### src/shared/chg_evt_map.svh
// Constants for the input change and update event block
`ifndef CHG_EVT_MAP_SVH
`define CHG_EVT_MAP_SVH
// Clock rate of the block in MHz
`define CLK_MHZ           20
// Edge-count latch interval: 2^23 periods of a 10 MHz reference clock
`define LATCH_REF_MHZ     10
`define LATCH_REF_PERIODS 8388608
// Latch interval in cycles of the block clock (exact, 16777216)
`define LATCH_CYCLES      ((`LATCH_REF_PERIODS * `CLK_MHZ) / `LATCH_REF_MHZ)
// Default sample width (signed 16-bit)
`define SAMPLE_W          16
// Reset value of the stored reference
`define REF_RESET         16'h0000
`endif

### src/shared/chg_evt_pkg.sv
// Types for the input change and update event block
package chg_evt_pkg;
  // Measurement source kinds
  typedef enum logic [2:0]
  {
    SRC_DIRECT  = 3'h0,
    SRC_DUAL    = 3'h1,
    SRC_ONTIME  = 3'h2,
    SRC_PERIOD  = 3'h3,
    SRC_COUNT   = 3'h4,
    SRC_QUAD    = 3'h5
  } src_mode_t;
  // Change qualifier kinds
  typedef enum logic [1:0]
  {
    CHG_ANY     = 2'h0,
    CHG_BY      = 2'h1,
    CHG_TO      = 2'h2
  } chg_mode_t;
endpackage

### src/rtl/chg_evt.sv
// Change and fresh-value event detection for one input object
`timescale 1ns/1ns
`include "chg_evt_map.svh"
// Summary of operation
// RULE_01 - Events sample input implicitly, inputs only
// RULE_02 - Plain change: sample differs from reference
// RULE_03 - Reference reloads only when change fires
// RULE_04 - Magnitude form: abs difference meets threshold
// RULE_05 - Target form: sample becomes target value
// RULE_06 - Counter sources: new and different only; dual-slope here needs only a new one
// RULE_07 - Dual-slope change on conversion complete
// RULE_08 - High-time, period change when duration differs
// RULE_09 - Count, quadrature change when count differs
// RULE_10 - Fresh event on update, counter modes only
// RULE_11 - Dual-slope fresh: complete and result differs
// RULE_12 - High-time, period fresh at interval end
// RULE_13 - Edge-count fresh once per latch interval
// RULE_14 - Quadrature fresh once a count accumulates
// RULE_15 - Present triggering sample as signed value
// RULE_16 - Consumer trusts sample only after event
// RULE_17 - Consumer may preset the reference value
// RULE_18 - Edge-count latches every 2^23 reference periods
// RULE_19 - Event pulse coincides with sample update
module chg_evt #(
  parameter int unsigned W      = `SAMPLE_W,
  parameter int unsigned LATCH  = `LATCH_CYCLES
) (
  // Clock and reset
  input  wire logic                  i_mclk,
  input  wire logic                  i_rst_n,
  // Configuration
  input  wire chg_evt_pkg::src_mode_t i_src_mode,
  input  wire chg_evt_pkg::chg_mode_t i_chg_mode,
  input  wire logic signed [W-1:0]   i_threshold,
  input  wire logic signed [W-1:0]   i_target,
  // Reference preset by the consumer
  input  wire logic                  i_ref_load,
  input  wire logic signed [W-1:0]   i_ref_value,
  // Measurement source
  input  wire logic signed [W-1:0]   i_sample,
  input  wire logic                  i_meas_valid,
  input  wire logic                  i_count_edge,
  // Events and presented value
  output logic                       o_change,
  output logic                       o_update,
  output logic signed [W-1:0]        o_value,
  output logic                       o_latch
);
  // Absolute difference, computed one bit wider to avoid overflow
  function automatic logic [W:0] abs_diff(input logic signed [W-1:0] a,
                                          input logic signed [W-1:0] b);
    logic signed [W:0] d;
    d = {a[W-1], a} - {b[W-1], b};
    return d[W] ? (W+1)'(-d) : d;
  endfunction

  logic signed [W-1:0] ref_val;    // Reference for change comparison
  logic signed [W-1:0] prev_meas;  // Last delivered measurement
  logic signed [W-1:0] prev_smp;   // Previous sample, for the target form
  logic                tick;       // Latch interval tick

  // Latch interval generator for edge-count sources
  latch_timer #(
    .CYCLES (LATCH)
  ) u_latch (
    .i_mclk  (i_mclk),
    .i_rst_n (i_rst_n),
    .o_tick  (tick)
  );

  // Source classification
  wire is_direct = (i_src_mode == chg_evt_pkg::SRC_DIRECT);
  wire is_count  = (i_src_mode == chg_evt_pkg::SRC_COUNT);
  wire is_quad   = (i_src_mode == chg_evt_pkg::SRC_QUAD);
  wire is_dual   = (i_src_mode == chg_evt_pkg::SRC_DUAL);
  wire is_dur    = (i_src_mode == chg_evt_pkg::SRC_ONTIME) ||
                   (i_src_mode == chg_evt_pkg::SRC_PERIOD);

  // New measurement delivered this cycle, per source kind
  wire fresh_cnt = is_count && tick;                              // RULE_13 RULE_18
  // A quadrature edge is itself a fresh count; nothing is held back
  wire fresh_q   = is_quad && i_count_edge;                        // RULE_14
  wire new_meas  = is_direct || fresh_cnt || fresh_q ||
                   ((is_dual || is_dur) && i_meas_valid);          // RULE_01
  wire meas_diff = (i_sample != prev_meas);

  // Change qualifiers against the reference or the target
  wire diff_any  = (i_sample != ref_val);                          // RULE_02
  wire diff_by   = (abs_diff(i_sample, ref_val) >=
                    {1'b0, $unsigned(i_threshold)});               // RULE_04
  wire diff_to   = (i_sample == i_target) && (prev_smp != i_target); // RULE_05
  wire qual_ok   = (i_chg_mode == chg_evt_pkg::CHG_BY) ? diff_by :
                   (i_chg_mode == chg_evt_pkg::CHG_TO) ? diff_to : diff_any;

  // Counter sources except dual-slope need new and different; direct needs only a sample, dual-slope only a new one
  wire fire_chg  = new_meas && qual_ok &&
                   (is_direct || is_dual || meas_diff);            // RULE_06 RULE_07 RULE_08 RULE_09
  // Fresh event only for counter modes
  wire fire_upd  = (is_dual && i_meas_valid && meas_diff) ||       // RULE_11
                   (is_dur && i_meas_valid) ||                     // RULE_12
                   fresh_cnt || fresh_q;                           // RULE_10

  // Reference register: preset wins only when no change reloads it
  always_ff @(posedge i_mclk or negedge i_rst_n)
  begin
    if (!i_rst_n)
      ref_val <= W'(`REF_RESET);
    else if (fire_chg)
      ref_val <= i_sample;                                         // RULE_03
    else if (i_ref_load)
      ref_val <= i_ref_value;
  end

  // Previous measurement and sample history
  always_ff @(posedge i_mclk or negedge i_rst_n)
  begin
    if (!i_rst_n)
    begin
      prev_meas <= W'(`REF_RESET);
      prev_smp  <= W'(`REF_RESET);
    end
    else
    begin
      prev_smp <= new_meas ? i_sample : prev_smp;
      prev_meas <= new_meas ? i_sample : prev_meas;
    end
  end

  // Registered events with the value that caused them
  always_ff @(posedge i_mclk or negedge i_rst_n)
  begin
    if (!i_rst_n)
    begin
      o_change <= 1'b0;
      o_update <= 1'b0;
      o_value  <= '0;
      o_latch  <= 1'b0;
    end
    else
    begin
      o_change <= fire_chg;                                        // RULE_19
      o_update <= fire_upd;                                        // RULE_19
      o_latch  <= tick;
      if (fire_chg || fire_upd)
        o_value <= i_sample;                                       // RULE_15
    end
  end

  // Checks on the reference and the event outputs
  ref_hold_a: assert property (@(posedge i_mclk) disable iff (!i_rst_n) // RULE_03
    (!fire_chg && !i_ref_load) |=> $stable(ref_val))
    else $error("reference moved without a change");
  ref_load_a: assert property (@(posedge i_mclk) disable iff (!i_rst_n) // RULE_03
    fire_chg |=> (ref_val == $past(i_sample)))
    else $error("reference not reloaded on change");
  value_match_a: assert property (@(posedge i_mclk) disable iff (!i_rst_n) // RULE_15
    (fire_chg || fire_upd) |=> (o_value == $past(i_sample)))
    else $error("presented value not the trigger sample");
  chg_pulse_a: assert property (@(posedge i_mclk) disable iff (!i_rst_n) // RULE_19
    fire_chg |=> o_change)
    else $error("change pulse missing");
  stale_block_a: assert property (@(posedge i_mclk) disable iff (!i_rst_n) // RULE_08
    (is_dur && i_meas_valid && !meas_diff) |=> !o_change)
    else $error("change fired on stale duration");
  count_diff_a: assert property (@(posedge i_mclk) disable iff (!i_rst_n) // RULE_09
    (is_count && !meas_diff) |=> !o_change)
    else $error("change fired on equal count");
  upd_dir_a: assert property (@(posedge i_mclk) disable iff (!i_rst_n) // RULE_10
    is_direct |=> !o_update)
    else $error("update event on direct input");
  dual_upd_a: assert property (@(posedge i_mclk) disable iff (!i_rst_n) // RULE_11
    (is_dual && i_meas_valid && meas_diff) |=> o_update)
    else $error("dual-slope update missing");
  dur_upd_a: assert property (@(posedge i_mclk) disable iff (!i_rst_n) // RULE_12
    (is_dur && i_meas_valid) |=> o_update)
    else $error("interval end update missing");
  cnt_upd_a: assert property (@(posedge i_mclk) disable iff (!i_rst_n) // RULE_13
    (is_count && !tick) |=> !o_update)
    else $error("edge-count update off interval");
  to_form_a: assert property (@(posedge i_mclk) disable iff (!i_rst_n) // RULE_05
    (i_chg_mode == chg_evt_pkg::CHG_TO && is_direct && i_sample != i_target)
      |=> !o_change)
    else $error("target change without target value");
  // Every quadrature edge must surface as a fresh value next cycle
  quad_upd_a: assert property (@(posedge i_mclk) disable iff (!i_rst_n) // RULE_14
    (is_quad && i_count_edge) |=> o_update)
    else $error("quadrature update missing");
  // The latch tick must give both the update and the latch pulse
  cnt_tick_a: assert property (@(posedge i_mclk) disable iff (!i_rst_n) // RULE_13
    (is_count && tick) |=> (o_update && o_latch))
    else $error("edge-count update missing at latch");

  // Main scenarios
  cov_change_c: cover property (@(posedge i_mclk) disable iff (!i_rst_n) o_change);
  cov_update_c: cover property (@(posedge i_mclk) disable iff (!i_rst_n) o_update);
  cov_by_c: cover property (@(posedge i_mclk) disable iff (!i_rst_n)
    fire_chg && i_chg_mode == chg_evt_pkg::CHG_BY);
  cov_both_c: cover property (@(posedge i_mclk) disable iff (!i_rst_n)
    fire_chg && fire_upd);
endmodule

### src/rtl/latch_timer.sv
// Free-running latch interval timer for edge-count mode
`timescale 1ns/1ns
`include "chg_evt_map.svh"
module latch_timer #(
  parameter int unsigned CYCLES = `LATCH_CYCLES
) (
  // Clock and reset
  input  wire logic i_mclk,
  input  wire logic i_rst_n,
  // Tick output, one cycle per interval
  output logic      o_tick
);
  localparam int unsigned W = $clog2(CYCLES + 1);
  logic [W-1:0] count;      // Cycles elapsed in the interval
  wire          at_end = (count == W'(CYCLES - 1));
  // Count and wrap; the tick is registered so it lines up cleanly
  always_ff @(posedge i_mclk or negedge i_rst_n)
  begin
    if (!i_rst_n)
    begin
      count  <= '0;
      o_tick <= 1'b0;
    end
    else
    begin
      count  <= at_end ? '0 : count + W'(1);
      o_tick <= at_end;
    end
  end
endmodule

### config.mk
export PLATFORM = sky130hd
export DESIGN_NAME = chg_evt
export DESIGN_NICKNAME = d
export VERILOG_FILES = /design/src/shared/chg_evt_pkg.sv /design/src/rtl/chg_evt.sv /design/src/rtl/latch_timer.sv
export VERILOG_INCLUDE_DIRS = /design/src /design/src/shared
export SDC_FILE = /design/constraint.sdc
export NUM_CORES = 1
export LEC_CHECK = 0
export ABC_AREA = 1
export CAP_MARGIN = 10
export CORE_UTILIZATION = 58
export CTS_CLUSTER_DIAMETER = 120
export DETAILED_ROUTE_END_ITERATION = 10
export DONT_BUFFER_PORTS = 1
export PLACE_DENSITY = 0.7
export SYNTH_ARGS = -nofsm -noshare
export SYNTH_HDL_FRONTEND = slang
export SYNTH_SLANG_ARGS = --single-unit
### constraint.sdc
create_clock -name i_mclk -period 7.9 [get_ports i_mclk]
set_clock_uncertainty 0.15 [all_clocks]
set_input_delay 0.395 -clock i_mclk [delete_from_list [all_inputs] [get_ports i_mclk]]
set_output_delay 0.395 -clock i_mclk [all_outputs]
set_load 0.01 [all_outputs]
# Yosys cells after proc, flatten, opt, wreduce, memory -nomap -nowiden
# Index checks and enable logic that the tools add are counted.
# Widths: inputs -> output; s select.
[word_totals]
regBits = 77
elab_cells = 52
[classes]
n_addsub = 3
n_lt_le_gt_ge = 1
eq_ne = 12
mux = 6
reduce_logical = 22
[ops]
columns = ["op", "n"]
rows = [
  ["$ne 16x16->1", 3],
  ["$mux 16", 2],
  ["$add 25x1->25 const B", 1],
  ["$eq 25x24->1 const B", 1],
  ["$mux 25", 1],
  ["$ge 17x16->1", 1],
  ["$mux 17", 1],
  ["$neg 17->17", 1],
  ["$sub 16x16->17", 1],
  ["$eq 16x16->1", 1],
  ["$logic_or 1x1->1", 11],
  ["$logic_and 1x1->1", 9],
  ["$eq 3x2->1 const B", 2],
  ["$eq 3x3->1 const B", 2],
  ["$eq 3x1->1 const B", 1],
  ["$logic_not 3->1", 1],
  ["$eq 2x1->1 const B", 1],
  ["$eq 2x2->1 const B", 1],
  ["$mux 1", 2],
  ["$reduce_bool 2->1", 1],
]

# Depth between registers and ports, before layout
[logic_depth]
depth_word = 8
mapped_depth = 34
ltp_nobuf = 33

# Cells and area by module
# From an unflattened synthesis, not the netlist that was laid out.
[unflattened]
cells_unflattened = 949
hier_area_um2 = 6301.0
[modules_own_cells]
columns = ["mod", "n_inst", "cells_each", "area_each_um2"]
rows = [
  ["chg_evt", 1, 770, 4904.7],
  ["latch_timer", 1, 179, 1396.3],
]

# Worst setup path after synthesis
# No wires, ideal clock.
[synth_path]
path_type = "input -> register"
from = "input i_sample[0]"
to = "register o_value[11]"
setup_time_ns = 0.066
arrival_time_ns = 3.871
required_ns = 7.684
path_slack_ns = 3.813
path_stages = 33
path_buffers = 2
path_cell_list = "inv_1 > ha_1 > fa_1 > inv_1 > nand3_1 > nand2_1 > nand2_1 > nand2_1 > nand2_1 > nand2_1 > nand2_1 > nand2_1 > clkbuf_1 > nand2_1 > xor2_1 > inv_1 > ha_1 > nand2_1 > inv_1 > nand2_1 > nand2_1 > nand2_1 > nand4_1 > nand2_1 > nand3_1 > nand2_1 > nand2_1 > a21oi_1 > nand2_4 > nand2_4 > clkbuf_1 > nand3_1 > nand2_1"
[synth_between]
elab_chain_cells = 8
[synth_rtl]
columns = ["item", "line", "text"]
rows = [
  ["start: declaration", "chg_evt.sv:40", "input wire logic signed [W-1:0] i_sample,"],
  ["$sub 16x16->17", "chg_evt.sv:53", "d = {a[W-1], a} - {b[W-1], b};"],
  ["$neg 17->17", "chg_evt.sv:54", "return d[W] ? (W+1)'(-d) : d;"],
  ["$mux 17", "chg_evt.sv:54", ""],
  ["$ge 17x16->1", "chg_evt.sv:89", "wire diff_by = (abs_diff(i_sample, ref_val) >="],
  ["$mux 1", "chg_evt.sv:92", "wire qual_ok = (i_chg_mode == chg_evt_pkg::CHG_BY) ? diff_by :"],
  ["$logic_and 1x1->1 (2 in series)", "chg_evt.sv:96", "wire fire_chg = new_meas && qual_ok &&"],
  ["$logic_or 1x1->1 *", "chg_evt.sv:144", "if (fire_chg || fire_upd)"],
  ["end signal: assignment", "chg_evt.sv:145", "o_value <= i_sample;"],
  ["end: declaration", "chg_evt.sv:46", "output logic signed [W-1:0] o_value,"],
]
# Every way passes the cells marked *; elsewhere a longest branch is shown, timed or not.
# A chain may end at the register's enable or synchronous reset.

# Worst setup path after layout
[layout_path]
from = "register ref_val[0]"
to = "register o_value[1]"
[layout_between]
elab_chain_cells = 8
[layout_rtl]
columns = ["item", "line", "text"]
rows = [
  ["start: declaration", "chg_evt.sv:57", "logic signed [W-1:0] ref_val;"],
  ["start signal: assignment", "chg_evt.sv:107", "ref_val <= W'(`REF_RESET);"],
  ["start signal: assignment", "chg_evt.sv:109", "ref_val <= i_sample;"],
  ["start signal: assignment", "chg_evt.sv:111", "ref_val <= i_ref_value;"],
  ["$sub 16x16->17", "chg_evt.sv:53", ""],
  ["$neg 17->17", "chg_evt.sv:54", ""],
  ["$mux 17", "chg_evt.sv:54", ""],
  ["$ge 17x16->1", "chg_evt.sv:89", ""],
  ["$mux 1 *", "chg_evt.sv:92", ""],
  ["$logic_and 1x1->1 * (2 in series)", "chg_evt.sv:96", ""],
  ["$logic_or 1x1->1 *", "chg_evt.sv:144", ""],
]
# Marks and branches as above.

==> flow_summary_export.csv <==
group,metric,value,unit
global_route,grt_pass1_wl,25.0,mm
timing,setup_viol,0,
cts,cts_setup_buffers,0,
synth,netlist_area,5990,µm²
synth,ys_warn_count,0,
synth,ys.flop_type,"dfrtp_1",
synth,synthArstFlopShare,100,%
detailed_routing,wl,14.8,mm
pwr,ir_worst_vdd,0.000128,V
place,io_buffers,0,
global_route,grt_pass1_vias,5380,
run_status,status,"finished, final reports clean",
synth,synth_seq_area_share,32.2,%
layout,nets,1019,
synth,synth_xor_area_share,8.91,%
timing,slew_violations,0,
worst_setup_path,slowest_delay,0.45,ns
detailed_routing,drc,0,
pwr,p_total,1.57,mW
cts,root_buffer,"clkbuf_8",
synth,ys_types,38,
floorplan,initial_core_util,60.5,%
run,cap_violations,0,
synth,synth_compound_area_share,4.86,%
floorplan,ioPinCount,93,
cts,clk_pin_slew,0.09,ns
synth,synthSimpleGateAreaFrac,36.5,%
timing,postLayoutSetupSlackWorst,2.72,ns
worst_setup_path,required,8.00,ns
floorplan,die_w,104,µm
timing,holdWs,0.0113,ns
pwr,powerDensity,240,nW/µm²
timing,fin_crit,5.18,ns
cts,numCtsBuffers,9,
detailed_routing,routedWlPerCell,14.1,µm
global_route,grt_start_max_net_pins,78,
synth,synth.area.top_cells,"dfrtp_1, nand2_1, inv_1, ha_1, nand3_1",
timing,min_period_over_period,65.6,%
timing,finalHoldViolations,0,
detailed_routing,first_iter_violations,381,
global_route,antenna_found_initial,0,
synth,synth-edff-count,0,
synth,synthAdderAreaFrac,7.43,%
timing,max_freq,193,MHz
floorplan,die_area,10700,µm²
detailed_routing,route.vias.total,5543,
timing,tns,0,ns
place,place_congestion,0.877,
synth,avgSynthCellArea,6.71,µm²
timing,rsz0062_at_grt,"false",
pwr,p_leak,3.56,nW
global_route,grt_use_total,28.8,%
synth,synth_top_area_share,32.2,%
layout,drive_gt1_share,4.70,%
floorplan,fp.coreArea,9910,µm²
min_path,hold_path_class,"primary input to flip-flop",
synth,synth.most_common_cell,"nand2_1",
cts,cts.sinks,77,
layout,syn_to_final_growth,9.06,%
place,place_ws,2.72,ns
cts,htree_levels,3,
layout,fillers,849,
synth,syn_inst,893,
synth,synth_top_family_by_area,"simple AND/OR/NAND/NOR gates",
worst_setup_path,crit_top_cell,"nand2_1",
cts,clk_path_buf_depth,2,
worst_setup_path,crit_path_max_fanout,50,
worst_setup_path,critPathSlowestCell,"nand2_4",
synth,synth_fp_nets,1002,
detailed_routing,detail-route-antenna-nets,0,
synth,synth.area.mux_share,0,%
floorplan,rows,36,
cts,tritoncts,"yes",
detailed_routing,vias_per_cell,5.29,
worst_setup_path,start_kind,"flip-flop",
cts,insertion_delay,0.36,ns
worst_setup_path,cp-end-kind,"flip-flop",
timing,relSlewSlack,36.5,%
floorplan,die_y,104,µm
synth,post-synth-top-area-cell,"dfrtp_1",
synth,synth-seq-cells,77,
layout,multi_input_area,3460,µm²
global_route,gr-total-overflow,0,
synth,ys_top_cells_by_count,"nand2_1, inv_1, nand3_1",
place,hpwlAfterDp,11.1,mm
layout,ff_latch_area,1930,µm²
layout,antenna_cells,0,
worst_setup_path,worstSetupPathType,"flip-flop to flip-flop",
detailed_routing,drt_pass1_iterations,5,
layout,post-route-util,66.0,%
timing,worst_pin_slew,0.945,ns
worst_setup_path,worst_ep_arrival_time,5.28,ns
## metrics by stage
step | instances | area [µm²]
2_1_floorplan | 893 | 5990
3_3_place_gp | 1012 | 6090
3_5_place_dp | 1012 | 6090
4_1_cts | 1046 | 6510
5_1_grt | 1048 | 6540
6_report | 1048 | 6540
## worst max-delay path, delay by kind of cell, from the launching register on
family,cells,cell delay (ns)
buffers and inverters,3,0.30
AOI/OAI and AO/OA,3,0.56
xor gates and xnor gates,1,0.19
and+or+nand+nor,19,2.59
adders and majority gates,3,0.87
DFF,1,0.39
## routing by layer
layer	GRT usage (%)	wire length, µm
met1	36.4	6540
met3	6.17	926
met4	7.76	236
met5	0	0
met2	49.9	7090
## registers in the layout (all words and copies together), names as in the netlist
name            count
o_change            1
o_update            1
o_value            16
u_latch.o_tick      1
ref_val            16
u_latch.count      25
prev_smp           16
o_latch             1
## what timing repair did
action	4_1_cts	5_1_grt
gates resized for setup	0	0
hold buffers	18	1
hold endpoints to repair	97	1
## where the power goes
part           leakage (nW)  internal, mW  switching (mW)
Combinational          2.49         0.279           0.457
Clock                 0.107         0.181           0.159
Sequential            0.960         0.445          0.0486
## final timing paths
check	from	cells past startpoint	end	slack, ns
max	ref_val[0]	29	o_value[1]	2.72
min	i_sample[1]	2	prev_smp[1]	0.01
max reg2reg	ref_val[0]	29	o_value[1]	2.72
min reg2reg	u_latch.count[0]	1	u_latch.count[0]	0.32
max in group asynchronous	i_rst_n	2	u_latch.count[4]	6.84
min in group asynchronous	i_rst_n	2	prev_smp[7]	0.43
## layout make-up
type,count,area share (%)
inverter,140,8.04
tap,133,2.55
clock buffer,10,1.95
clock inverter,6,1.44
multi-input combinational,660,52.9
sequential,77,29.5
timing repair buffer,22,3.64
## placed cells by master (no fill, tap or decap), types with 2 or more instances in the layout
cell / synthesis / layout
nand2_1: 290 / 290
dlygate4sd3_1: 0 / 18
nor3b_1: 2 / 2
xnor2_1: 30 / 30
nand3_2: 2 / 2
nand2_2: 5 / 5
xor2_1: 26 / 26
a21oi_1: 27 / 27
bufinv_16: 0 / 2
o21bai_1: 2 / 2
nand4_1: 14 / 14
buf_4: 1 / 2
ha_1: 34 / 34
or2_2: 7 / 7
nand3_1: 85 / 85
dfrtp_1: 77 / 77
nand3b_1: 3 / 3
nand2_4: 2 / 2
inv_1: 138 / 138
clkbuf_8: 0 / 9
a21o_1: 3 / 3
nor2_2: 2 / 2
nor2_1: 79 / 79
nor4_1: 2 / 2
o21ai_0: 18 / 18
and3_1: 2 / 2
inv_6: 0 / 2
nor3_1: 16 / 16
inv_2: 2 / 2
## logic make-up after synthesis
| group | count (synthesis) |
|---|---|
| AO/OA/AOI/OAI | 54 |
| buffers and inverters | 156 |
| flip-flops | 77 |
| XOR/XNOR | 58 |
| adder cells (fa/ha/maj) | 35 |
| AND/OR/NAND/NOR | 513 |
No activity file was read; power rests on OpenSTA's default activity.
